## src/logic/line_ctrl_pkg.sv

```systemverilog
// Shared constants and types for the line loopback and store control block.
// Assumes a byte-wide host port and one 125 MHz clock.
package line_ctrl_pkg;

  localparam int ADDR_W = 8;
  localparam int DATA_W = 8;

  // Register offsets.
  localparam logic [7:0] LOOP_CONTROL_ADDR = 8'h14;
  localparam logic [7:0] RECEIVE_STORE_CONTROL_ADDR = 8'h15;
  localparam logic [7:0] LINE_DRIVER_CONTROL_ADDR = 8'h16;

  // Reset values.
  localparam logic [7:0] LOOP_CONTROL_RESET = 8'h00;
  localparam logic [7:0] RECEIVE_STORE_CONTROL_RESET = 8'h00;
  localparam logic [7:0] LINE_DRIVER_CONTROL_RESET = 8'h00;
  localparam logic [7:0] UNMAPPED_READ = 8'h00;

  // Field positions.
  localparam int NEAR_LOOP_BIT = 6;
  localparam int LINE_IFACE_RESET_BIT = 7;
  localparam int STORE_ALIGN_BIT = 6;
  localparam int STORE_RESET_BIT = 5;
  localparam int MONITOR_CHAN_MSB = 4;
  localparam int MONITOR_CHAN_LSB = 0;
  localparam int OPEN_DRAIN_BIT = 7;
  localparam int DISCONNECT_BIT = 6;
  localparam int SYNC_IFACE_BIT = 5;
  localparam int RX_TERM_BIT = 4;
  localparam int TX_PRBS_HI = 3;
  localparam int TX_PRBS_LO = 2;
  localparam int RX_PRBS_HI = 1;
  localparam int RX_PRBS_LO = 0;
  localparam int CMD_W = 3;

  // One bipolar line symbol.
  typedef struct packed {
    logic pos;
    logic neg;
  } line_pair_t;

  // Drive of one line pin: value and active-low enable.
  typedef struct packed {
    logic value;
    logic oe_n;
  } pin_drive_t;

endpackage

```

## src/logic/cmd_edge_strobe.sv

```systemverilog
// Rising-edge detector for command bits held in a control register.
// Assumes the bits change only on host writes in the same clock domain.
module cmd_edge_strobe #(
  parameter int WIDTH = 3
) (
  // Clock and reset
  input wire logic ref_clk,
  input wire logic reset,
  // Command bits and strobes
  input wire logic [WIDTH-1:0] cmd_level,
  output logic [WIDTH-1:0] cmd_pulse
);

  logic [WIDTH-1:0] prev_reg;
  logic [WIDTH-1:0] prev_next;
  logic [WIDTH-1:0] pulse_reg;
  logic [WIDTH-1:0] pulse_next;

  // Each bit only fires on 0 to 1, so holding it high never repeats.
  genvar i;
  generate
    for (i = 0; i < WIDTH; i++) begin : g_bit
      always_comb begin
        prev_next[i] = cmd_level[i];
        pulse_next[i] = cmd_level[i] & ~prev_reg[i];
      end
    end
  endgenerate

  always_ff @(posedge ref_clk) begin
    if (reset) begin
      prev_reg <= '0;
      pulse_reg <= '0;
    end else begin
      prev_reg <= prev_next;
      pulse_reg <= pulse_next;
    end
  end

  assign cmd_pulse = pulse_reg;
endmodule

```

## src/logic/line_loopback_store_control.sv

```systemverilog
// Control registers, local loopback and line drive for one line channel.
// Assumes a synchronous byte host port and a bit enable from the line clock.

// Function
// - In local loopback the normal transmit data still goes out the line.
// - In local loopback transmitted data replaces the receiver input.
// - Looped data passes the jitter attenuator on its way to receive.
// - Line reset bit rising resets clock recovery and attenuator once.
// - Align bit rising centres store pointers at half frame when closer.
// - Align does nothing when pointers are already half a frame apart.
// - Store reset bit rising sets store depth to one frame, losing data.
// - Bits 4 to 0 select the receive channel shown by the monitor.
// - Open-drain bit makes the transmit line outputs open drain.
// - Disconnect bit sends an unframed 1010 pattern instead of data.
// - Sync interface bit with sync select picks line or sync signalling.
// - Termination bit switches in internal parallel resistance.
// - Bits 3 and 2 hold the transmit PRBS mode, bit 3 upper.
// - Bits 1 and 0 hold the receive PRBS mode, bit 1 upper.
// - Bit 6 of the register at 14h enables local loopback.
// - Sync decode: 00 normal, 01 transmit only, 10 both, 11 receive only.
module line_loopback_store_control (
  // Clock and reset
  input wire logic ref_clk,
  input wire logic reset,
  // Host register port
  input wire logic [line_ctrl_pkg::ADDR_W-1:0] host_addr,
  input wire logic host_wr,
  input wire logic [line_ctrl_pkg::DATA_W-1:0] host_wdata,
  output logic [line_ctrl_pkg::DATA_W-1:0] host_rdata,
  // Line data
  input wire logic bit_en,
  input wire line_ctrl_pkg::line_pair_t tx_data,
  input wire line_ctrl_pkg::line_pair_t rx_line,
  output line_ctrl_pkg::pin_drive_t tx_line_pos,
  output line_ctrl_pkg::pin_drive_t tx_line_neg,
  output line_ctrl_pkg::line_pair_t jitter_atten_in,
  // Elastic store and line interface commands
  input wire logic store_sep_ge_half,
  output logic line_iface_reset_pulse,
  output logic store_align_pulse,
  output logic store_reset_pulse,
  // Static controls
  input wire logic tx_sync_select,
  output logic [4:0] rx_monitor_chan,
  output logic tx_sync_mode,
  output logic rx_sync_mode,
  output logic rx_termination_select,
  output logic [1:0] tx_prbs_mode,
  output logic [1:0] rx_prbs_mode
);
  import line_ctrl_pkg::*;

  logic [7:0] loop_control_reg, loop_control_next;
  logic [7:0] receive_store_control_reg, receive_store_control_next;
  logic [7:0] line_driver_control_reg, line_driver_control_next;
  logic [7:0] rdata_reg, rdata_next;
  logic [CMD_W-1:0] cmd_pulse;
  logic near_loop_enable, driver_open_drain, disconnect_pattern_gen;
  logic sync_interface_enable;
  logic [1:0] phase_reg, phase_next;
  line_pair_t tx_sym, ja_reg, ja_next;
  pin_drive_t pos_reg, pos_next, neg_reg, neg_next;
  logic align_reg, align_next;
  logic tx_sync_reg, tx_sync_next, rx_sync_reg, rx_sync_next;

  // Register writes and read-back.
  always_comb begin
    loop_control_next = loop_control_reg;
    receive_store_control_next = receive_store_control_reg;
    line_driver_control_next = line_driver_control_reg;
    if (host_wr) begin
      unique case (host_addr)
        LOOP_CONTROL_ADDR: begin
          loop_control_next = 8'h00;
          loop_control_next[NEAR_LOOP_BIT] = host_wdata[NEAR_LOOP_BIT];
        end
        RECEIVE_STORE_CONTROL_ADDR: begin
          receive_store_control_next = host_wdata;
        end
        LINE_DRIVER_CONTROL_ADDR: begin
          line_driver_control_next = host_wdata;
        end
        default: begin
        end
      endcase
    end
    unique case (host_addr)
      LOOP_CONTROL_ADDR: rdata_next = loop_control_reg;
      RECEIVE_STORE_CONTROL_ADDR: rdata_next = receive_store_control_reg;
      LINE_DRIVER_CONTROL_ADDR: rdata_next = line_driver_control_reg;
      default: rdata_next = UNMAPPED_READ;
    endcase
  end

  always_ff @(posedge ref_clk) begin
    if (reset) begin
      loop_control_reg <= LOOP_CONTROL_RESET;
      receive_store_control_reg <= RECEIVE_STORE_CONTROL_RESET;
      line_driver_control_reg <= LINE_DRIVER_CONTROL_RESET;
      rdata_reg <= UNMAPPED_READ;
    end else begin
      loop_control_reg <= loop_control_next;
      receive_store_control_reg <= receive_store_control_next;
      line_driver_control_reg <= line_driver_control_next;
      rdata_reg <= rdata_next;
    end
  end

  assign near_loop_enable = loop_control_reg[NEAR_LOOP_BIT];
  assign driver_open_drain = line_driver_control_reg[OPEN_DRAIN_BIT];
  assign disconnect_pattern_gen = line_driver_control_reg[DISCONNECT_BIT];
  assign sync_interface_enable = line_driver_control_reg[SYNC_IFACE_BIT];

  cmd_edge_strobe #(
    .WIDTH(CMD_W)
  ) cmd_edge_strobe_i (
    .ref_clk(ref_clk),
    .reset(reset),
    .cmd_level({receive_store_control_reg[LINE_IFACE_RESET_BIT],
                receive_store_control_reg[STORE_ALIGN_BIT],
                receive_store_control_reg[STORE_RESET_BIT]}),
    .cmd_pulse(cmd_pulse)
  );

  // Align strobe is held back one extra cycle so it can be qualified here.
  always_comb begin
    align_next = cmd_pulse[1] & ~store_sep_ge_half;
  end

  // Line data path, advanced once per line bit.
  always_comb begin
    phase_next = phase_reg;
    ja_next = ja_reg;
    pos_next = pos_reg;
    neg_next = neg_reg;
    tx_sym = tx_data;
    if (disconnect_pattern_gen) begin
      // Marks alternate polarity so the pattern stays DC balanced.
      tx_sym.pos = (phase_reg == 2'd0);
      tx_sym.neg = (phase_reg == 2'd2);
    end
    if (bit_en) begin
      phase_next = phase_reg + 2'd1;
      // Loop data feeds the attenuator input, never the receive path direct.
      ja_next = near_loop_enable ? tx_sym : rx_line;
      if (driver_open_drain) begin
        // Open drain only ever pulls low; a mark releases nothing.
        pos_next = '{value: 1'b0, oe_n: ~tx_sym.pos};
        neg_next = '{value: 1'b0, oe_n: ~tx_sym.neg};
      end else begin
        pos_next = '{value: tx_sym.pos, oe_n: 1'b0};
        neg_next = '{value: tx_sym.neg, oe_n: 1'b0};
      end
    end
    // Sync signalling decode of the two select bits.
    unique case ({sync_interface_enable, tx_sync_select})
      2'b00: {tx_sync_next, rx_sync_next} = 2'b00;
      2'b01: {tx_sync_next, rx_sync_next} = 2'b10;
      2'b10: {tx_sync_next, rx_sync_next} = 2'b11;
      2'b11: {tx_sync_next, rx_sync_next} = 2'b01;
    endcase
  end

  always_ff @(posedge ref_clk) begin
    if (reset) begin
      phase_reg <= 2'd0;
      ja_reg <= '0;
      pos_reg <= '{value: 1'b0, oe_n: 1'b1};
      neg_reg <= '{value: 1'b0, oe_n: 1'b1};
      align_reg <= 1'b0;
      tx_sync_reg <= 1'b0;
      rx_sync_reg <= 1'b0;
    end else begin
      phase_reg <= phase_next;
      ja_reg <= ja_next;
      pos_reg <= pos_next;
      neg_reg <= neg_next;
      align_reg <= align_next;
      tx_sync_reg <= tx_sync_next;
      rx_sync_reg <= rx_sync_next;
    end
  end

  assign host_rdata = rdata_reg;
  assign tx_line_pos = pos_reg;
  assign tx_line_neg = neg_reg;
  assign jitter_atten_in = ja_reg;
  assign line_iface_reset_pulse = cmd_pulse[2];
  assign store_align_pulse = align_reg;
  assign store_reset_pulse = cmd_pulse[0];
  assign tx_sync_mode = tx_sync_reg;
  assign rx_sync_mode = rx_sync_reg;
  assign rx_monitor_chan =
    receive_store_control_reg[MONITOR_CHAN_MSB:MONITOR_CHAN_LSB];
  assign rx_termination_select =
    line_driver_control_reg[RX_TERM_BIT];
  assign tx_prbs_mode =
    line_driver_control_reg[TX_PRBS_HI:TX_PRBS_LO];
  assign rx_prbs_mode =
    line_driver_control_reg[RX_PRBS_HI:RX_PRBS_LO];
endmodule

```

## config.mk

```make
export PLATFORM = sky130hd
export DESIGN_NAME = line_loopback_store_control
export DESIGN_NICKNAME = d
export VERILOG_FILES = /design/src/logic/line_ctrl_pkg.sv /design/src/logic/cmd_edge_strobe.sv /design/src/logic/line_loopback_store_control.sv
export SDC_FILE = /design/constraint.sdc
export NUM_CORES = 1
export LEC_CHECK = 0
export ABC_AREA = 1
export BUFFER_PORTS_ARGS = -buffer_cell sky130_fd_sc_hd__buf_2
export CELL_PAD_IN_SITES_DETAIL_PLACEMENT = 0
export CELL_PAD_IN_SITES_GLOBAL_PLACEMENT = 1
export CORE_UTILIZATION = 32
export CTS_CLUSTER_DIAMETER = 200
export DETAILED_ROUTE_END_ITERATION = 12
export MAX_ROUTING_LAYER = met4
export PLACE_DENSITY = 0.78
export SKIP_LAST_GASP = 1
export SLEW_MARGIN = 15
export SYNTH_ARGS = -nofsm -noshare
export SYNTH_HDL_FRONTEND = slang
export SYNTH_SLANG_ARGS = --single-unit
```

## constraint.sdc

```tcl
create_clock -name ref_clk -period 1.2 [get_ports ref_clk]
set_clock_uncertainty 0.2 [all_clocks]
set_input_delay 0.06 -clock ref_clk [delete_from_list [all_inputs] [get_ports ref_clk]]
set_output_delay 0.06 -clock ref_clk [all_outputs]
set_load 0.05 [all_outputs]
```

# Yosys cells after proc, flatten, opt, wreduce, memory -nomap -nowiden
# Index checks and enable logic that the tools add are counted.
[op_classes]
n_reduce_logical = 9
bitwise = 10
eq_ne = 7
mux = 7
n_addsub = 1
[ops]
columns = ["cell", "count"]
rows = [
  ["$eq A8 B5 Y1 const B", 3],
  ["$pmux W8 S3", 1],
  ["$mux W2", 4],
  ["$reduce_or A2 Y1", 4],
  ["$eq A2 B2 Y1 const B", 3],
  ["$not A1 Y1", 6],
  ["$reduce_and A2 Y1", 3],
  ["$and A1 B1 Y1", 4],
  ["$logic_not A2 Y1", 2],
  ["$pmux W1 S2", 2],
  ["$add A2 B1 Y2 const B", 1],
  ["$eq A2 B1 Y1 const B", 1],
]
[word_totals]
ff_bits = 42
wordCells = 50
input_bits = 26
out_inout_bits = 29

# Longest topological paths before layout
# Gate-level depths: netlist of the first run.
[depth]
word_depth = 4
depth_mapped = 8
mapped_depth_nobuf = 7

# Modules after synthesis
# From an unflattened synthesis of the first run, not the netlist that was laid out.
[hier_totals]
cells_unflattened = 247
area_unflattened_um2 = 1888.1
[modules_own_cells]
columns = ["module", "cells_per_inst", "area_per_inst_um2", "n_inst", "seq_area_each_um2"]
rows = [
  ["line_loopback_store_control", 231, 1715.4, 1, 720.7],
  ["cmd_edge_strobe", 16, 172.7, 1, 120.1],
]

# Worst setup path before layout of the first run
# OpenSTA, ideal clock, no wires.
[synth_path]
kind = "register to register"
start = "reg receive_store_control_reg[3]"
end = "reg rdata_reg[3] (netlist: host_rdata[3])"
path_buffers = 0
arrival_time_ps = 883
t_required_ps = 929
synth_period_minus_slack_ps = 1154
setup_slack_ps = 46
path_stages_with_launch = 3
setup_ps = 71
cell_sequence = "dfxtp_1 > nand3_1 > a21oi_1"
[synth_between]
elab_chain_cells = 1
[synth_lines]
columns = ["item", "line_no", "source"]
rows = [
  ["start, declared", "line_loopback_store_control.sv:54", "logic [7:0] receive_store_control_reg, receive_store_control_next;"],
  ["start signal, assigned", "line_loopback_store_control.sv:103", "receive_store_control_reg <= receive_store_control_next;"],
  ["$pmux W8 S3", "line_loopback_store_control.sv:87", "unique case (host_addr)"],
  ["end signal, assigned", "line_loopback_store_control.sv:105", "rdata_reg <= rdata_next;"],
  ["end, declared", "line_loopback_store_control.sv:56", "logic [7:0] rdata_reg, rdata_next;"],
]
# Every way passes these cells.
# A chain may end at the register's enable or synchronous reset.

# Worst setup path in the final report of the first run
[layout_path]
start = "in bit_en"
end = "reg pos_reg, in the netlist tx_line_pos[0]"
[layout_lines]
columns = ["item", "line_no", "source"]
rows = [
  ["start, declared", "line_loopback_store_control.sv:31", "input wire logic bit_en,"],
  ["end signal, assigned", "line_loopback_store_control.sv:168", "pos_reg <= '{value: 1'b0, oe_n: 1'b1};"],
  ["end signal, assigned", "line_loopback_store_control.sv:176", "pos_reg <= pos_next;"],
  ["end, declared", "line_loopback_store_control.sv:62", "pin_drive_t pos_reg, pos_next, neg_reg, neg_next;"],
]
# No word-level cell between the ends.

==> results of run 1 <==
[per-layer routing]
metal,up-vias,track usage,part of all wire
met3,4,0.03452,0.051
met1,702,0.1937,0.47
met2,43,0.2416,0.47
li1,888,-,-
met5,-,-,0
met4,0,0.06226,0.013
[worst reg2reg max path, stage by stage (launching register included)]
cell     delay (ps)
dfxtp_2         330
inv_2            40
ha_1            190
nand2_1          70
nand2_2          80
o31ai_1         200
[through the flow]
stage                     setup slack, ps  TNS, ps  utilization  total power, mW  hold WS (ps)
final                               7.163        0       0.4648            2.679         4.896
after global routing               -32.91   -91.41       0.4648            2.813         17.49
after CTS                          -15.53   -15.53       0.4552            2.705         1.515
after detailed placement           -29.58   -264.8       0.3964            1.722         19.19
after global placement             0.8326        0       0.3964            1.720         21.87
after floorplan                     46.27        0            -            1.616        -68.43
[area by class of cell]
cell class	count	area (sq um)	area share
Clock buffer	7	86.33	0.03394
Clock inverter	1	5.005	0.001968
Inverter	31	120.1	0.04722
Multi-Input combinational cell	153	785.8	0.3089
Sequential cell	42	843.3	0.3315
Tap cell	72	90.09	0.03542
Timing Repair Buffer	87	613.1	0.2410
[worst max-delay path by stage]
stage                     depth (start not counted)  slack [ps]                           end                          from
after floorplan                                   2          50                 host_rdata[3]  receive_store_control_reg[3]
after global placement                            7         0.8  receive_store_control_reg[3]                  host_addr[6]
after detailed placement                          7         -30  receive_store_control_reg[2]                  host_addr[6]
after CTS                                         5         -20                tx_line_pos[0]                  phase_reg[0]
after global routing                              5         -30                tx_line_pos[0]                        bit_en
final                                             4           7                tx_line_pos[0]                        bit_en
[timing repair]
item / 4_1_cts / 5_1_grt
hold endpoints to repair: 34 / 2
setup buffers: 0 / 1
hold buffers: 21 / 1
pin swaps: 1 / 3
resized for setup: 10 / 13
endpoints found under the setup margin: 8 / 12
[power groups by stage]
stage               Sequential [mW]  Clock (mW)  Combinational, mW
floorplan                      1.51           0              0.103
global placement               1.46           0              0.263
detailed placement             1.46           0              0.264
CTS                            1.43       0.959              0.320
global route                   1.43        1.02              0.364
finish                         1.43       0.918              0.335
[kinds of logic after synthesis]
kind of cell / Yosys count / synth area share
adders and majority gates: 4 / 0.02761
and+or+nand+nor: 126 / 0.3257
AOI/OAI and AO/OA: 23 / 0.06832
buffers and inverters: 43 / 0.1146
DFF: 42 / 0.4638
[Yosys cell counts, drive strengths merged]
| library cell | n | area share |
|---|---|---|
| a21oi | 16 | 0.044 |
| and2 | 1 | 0.0041 |
| buf | 10 | 0.041 |
| clkbuf | 2 | 0.0097 |
| dfxtp | 42 | 0.46 |
| ha | 4 | 0.028 |
| inv | 31 | 0.064 |
| nand2 | 58 | 0.13 |
| nand3 | 18 | 0.063 |
| nor2 | 46 | 0.12 |
| nor3 | 3 | 0.0083 |
| o2111ai | 1 | 0.0048 |
| o21ai | 4 | 0.011 |
| o31ai | 2 | 0.0083 |
==> impl_results.md, run 1 <==
- Fmax: 0.8383 GHz
- Crit path max fanout: 7
- Finish-stage setup viols: 0
- Area of the die: 0.005971 sq mm
- Flop-to-flop setup slack: 7 ps
- Inst Count DP: 362
- Hold path start: host_addr[1]
- Avg WL per Cell: 10.88 um
- Seq/Total Area, Yosys: 0.4638
- Vias per cell: 4.165
- Peak VDD IR: 0.0003225 V
- Setup CP Type: in -> reg
- 1st-iter DRT viols: 56
- Clock network power share: 0.343
- Hold path cells: 4
- H-Tree Depth: 2
- Layout cells sized above 1: 0.3053
- Final min period: 1193 ps
- Worst-Margin Slew: 294.3 ps
- Reg2reg path depth: 5
- FF-to-FF End: tx_line_pos[0]
- Synthesized area: 0.001813 sq mm
- Worst setup EP type: flip-flop
- Core area: 0.005473 sq mm
- Leak pwr: 1.291 nW
- Final nets: 350
- Mean post-synth cell area: 7.618 sq um
- IO Count: 55
- Reg2Reg Launch Point: phase_reg[0]
- Max Cap Viol: 0
- Vias in the first global route: 1511
- Outcome: finished clean
- Clock latency on the worst-skew pair: 290 ps
- CP delay by family, top: buffers and inverters
- Fin area: 0.002544 sq mm
- CTS tree: built
- Slowest stage delay, CP: 630 ps
- Synth warn: 0
- Die extent in x: 77.27 um
- DRC Markers: 0
- Total track usage: 0.1552
- Int Pwr: 2.022 mW
- First-pass GRT wire length: 7051 um
- Initial Utilization: 0.3313
- Unique masters post-synth: 24
- Clock transition at path regs: 80 ps
- Seq pwr share: 0.532
- Non-filler instance count after layout: 393
- Post-DP Area: 0.002170 sq mm
- Worst setup SP type: primary input
- Number of synthesized register bits: 42
- Commonest non-fill, non-tap cell in the layout: nand2_1
- CP max stage cell: dlygate4sd3_1
- DRT Wirelength: 4275 um
- Die Y: 77.27 um
- Sw Pwr: 0.6572 mW
- Fill cells: 578
- Initial antenna violation count: 0
- Worst slew margin: 0.8017
- Slew Limit Fails: 0
- Comb pwr share: 0.125
- Cell Rows: 27
- Buffer depth of the longest clock path: 2
- Cell Chain, Critical Path: buf_2, clkinvlp_4, dlygate4sd3_1, o31ai_1
- DR pass1 iterations: 4
- Cell Pwr Density: 1053 mW/mm^2
- Total grt overflow: 0
- Area grow syn2layout: 40.30%
- Most frequent cells in the layout: nand2_1 (49), nor2_1 (43), buf_2 (43), dfxtp_1 (40), inv_1 (26)
- TritonCTS Buffers: 5
- Hold crit path type: in -> reg
- Num Clock Sinks: 42
- CP bufs+invs: 3
- Crit path DAT: 1200 ps
- Final antenna-violating net count: 0
- Detail Placement HPWL: 2828 um
- Via Count: 1637
- PortBufs: 54
- Root buf cell: clkbuf_8
- Sw frac: 0.2453
- Cell count after synthesis: 238
- Unrepaired setup endpoints after global routing: yes
- Final worst path period share: 0.9940
- Largest net degree at the start of global routing: 22
- Worst Hold Path EP: host_rdata[5]
- Hold Vio Cnt, Final: 0
- N_diodes: 0
- Worst EP required: 1210 ps
- Post-synth net total: 268
- Final Wtd Congestion: 0.7508
Power figures use the tool's default switching activity.
==> run 2, diff against run 1 <==
==> constraint.sdc (replaced) <==
create_clock -name ref_clk -period 1.2 [get_ports ref_clk]
set_clock_uncertainty 0.2 [all_clocks]
set_input_delay 0.24 -clock ref_clk [delete_from_list [all_inputs] [get_ports ref_clk]]
set_output_delay 0.24 -clock ref_clk [all_outputs]
set_load 0.05 [all_outputs]
==> impl_results.md, run 2 (synthesized netlist as in run 1, its figures left out) <==
- Most frequent cells in the layout: nand2_1 (45), nor2_1 (43), dfxtp_2 (31), buf_2 (25), buf_4 (25) (was nand2_1 (49), nor2_1 (43), buf_2 (43), dfxtp_1 (40), inv_1 (26))
- Post-DP Area: 0.002202 sq mm (was 0.002170 sq mm)
- Worst setup EP type: output port (was flip-flop)
- Fin area: 0.002834 sq mm (was 0.002544 sq mm)
- Clock transition at path regs: 80 ps (about the same)
- Final antenna-violating net count: 0 (unchanged)
- Initial Utilization: 0.3313 (unchanged)
- 1st-iter DRT viols: 66 (was 56)
- Leak pwr: 1.383 nW (was 1.291 nW)
- Dpl ws: -193.7 ps (was -29.58 ps)
- Crit path max fanout: 2 (was 7)
- Total grt overflow: 0 (unchanged)
- Die extent in x: 77.27 um (unchanged)
- Initial antenna violation count: 0 (unchanged)
- Worst-Margin Slew: 382.7 ps (was 294.3 ps)
- IO Count: 55 (unchanged)
- Finish-stage setup viols: 29 (was 0)
- Area grow syn2layout: 56.31% (was 40.30%)
- Die Y: 77.27 um (unchanged)
- Slew Limit Fails: 0 (unchanged)
- Layout cells sized above 1: 0.4783 (was 0.3053)
- First-pass GRT wire length: 6955 um (was 7051 um)
- DRC Markers: 0 (unchanged)
- DRT Wirelength: 4307 um (was 4275 um)
- H-Tree Depth: 2 (unchanged)
- Fmax: 0.8035 GHz (was 0.8383 GHz)
- Area of the die: 0.005971 sq mm (unchanged)
- Vias in the first global route: 1523 (was 1511)
- Num Clock Sinks: 42 (unchanged)
- Outcome: complete, but fails checks (was finished clean)
- Final worst slack: -44.59 ps (was 7.163 ps)
- Detail Placement HPWL: 2905 um (was 2828 um)
- Core area: 0.005473 sq mm (unchanged)
- CTS tree: built (unchanged)
- Final Wtd Congestion: 0.7374 (was 0.7508)
- Buffer depth of the longest clock path: 2 (unchanged)
- Hold Vio Cnt, Final: 0 (unchanged)
- Via Count: 1704 (was 1637)
- Cell Chain, Critical Path: buf_8 (was buf_2, clkinvlp_4, dlygate4sd3_1, o31ai_1)
- Root buf cell: clkbuf_8 (unchanged)
- Vias per cell: 4.325 (was 4.165)
- Total track usage: 0.1559 (was 0.1552)
- Peak VDD IR: 0.0003808 V (was 0.0003225 V)
- Area of the multi-input gates: 845.8 sq um (was 785.8 sq um)
- Clock latency on the worst-skew pair: 300 ps (was 290 ps)
- DR pass1 iterations: 4 (unchanged)
- CP delay by family, top: flip-flops (was buffers and inverters)
- Worst setup SP type: flip-flop (was primary input)
- Fill cells: 511 (was 578)
- Final worst path period share: 1.037 (was 0.9940)
- Final min period: 1245 ps (was 1193 ps)
- Avg WL per Cell: 10.93 um (was 10.88 um)
- Max Cap Viol: 0 (unchanged)
- Slowest stage delay, CP: 360 ps (was 630 ps)
- CP bufs+invs: 1 (was 3)
- PortBufs: 54 (unchanged)
- Commonest non-fill, non-tap cell in the layout: nand2_1 (unchanged)
- Failing checks: setup timing
- Worst EP required: 760 ps (was 1210 ps)
- N_diodes: 0 (unchanged)
- Cell Rows: 27 (unchanged)
- Unrepaired setup endpoints after global routing: yes (unchanged)
- Final nets: 351 (was 350)
- Register area: 883.3 sq um (was 843.3 sq um)
- TritonCTS Buffers: 5 (unchanged)
- Setup CP Type: reg -> out (was in -> reg)
- Cell Pwr Density: 966.5 mW/mm^2 (was 1053 mW/mm^2)
- Crit path DAT: 800 ps (was 1200 ps)
- Worst slew margin: 0.7446 (was 0.8017)
- CP max stage cell: dfxtp_2 (was dlygate4sd3_1)
- Largest net degree at the start of global routing: 17 (was 22)
- Hold crit path type: in -> reg (unchanged)
## run 2: timing repair
action / CTS / global route
endpoints found under the setup margin: 29 / 36
pin swaps: 0 / 6
gates cloned: 0 / 0
buffers inserted: 9 / 3
resized for setup: 99 / 30
hold buffers: 9 / 0
endpoints found under the hold margin: 18 / 0
## run 2: metrics by stage
step | TNS, ps | utilization | hold slack, ps | power, mW | instances
floorplan | 0 | - | 111.6 | 1.624 | 238
global placement | -3204 | 0.4024 | 180.8 | 1.731 | 365
detailed placement | -3717 | 0.4024 | 189.0 | 1.733 | 365
CTS | -907.9 | 0.4957 | 26.70 | 2.722 | 391
global route | -1748 | 0.5178 | 28.52 | 2.876 | 394
finish | -642.3 | 0.5178 | 31.31 | 2.739 | 394
## run 2: worst paths after layout
kind	from	to	slack, ps	depth (start not counted)
setup / recovery	receive_store_control_reg[2]	rx_monitor_chan[2]	-40	1
hold / removal	bit_en	tx_line_pos[1]	30	3
setup reg to reg	phase_reg[0]	tx_line_neg[0]	20	5
hold reg to reg	cmd_edge_strobe_i.prev_reg[1]	cmd_edge_strobe_i.cmd_pulse[1]	190	1
## run 2: metal layers
metal | global-route usage | share of wire | wire length (um) | vias up
met5 | - | 0 | 0 | -
met4 | 0.05660 | 0.017 | 75 | 0
met3 | 0.04524 | 0.058 | 248 | 7
met2 | 0.2336 | 0.47 | 2009 | 59
met1 | 0.1980 | 0.46 | 1974 | 745
li1 | - | - | - | 893
## run 2: layout make-up
| type | instances | share of cell area |
|---|---|---|
| Timing Repair Buffer | 88 | 0.2812 |
| Multi-Input combinational cell | 153 | 0.2985 |
| Inverter | 31 | 0.04459 |
| Tap cell | 72 | 0.03179 |
| Sequential cell | 42 | 0.3117 |
| Clock inverter | 1 | 0.001766 |
| Clock buffer | 7 | 0.03046 |
## run 2: power breakdown
group | switching, mW | leakage [nW] | internal (mW) | total (mW)
Combinational | 0.200 | 0.980 | 0.158 | 0.359
Sequential | 0.0195 | 0.355 | 1.42 | 1.44
Clock | 0.480 | 0.0482 | 0.464 | 0.944
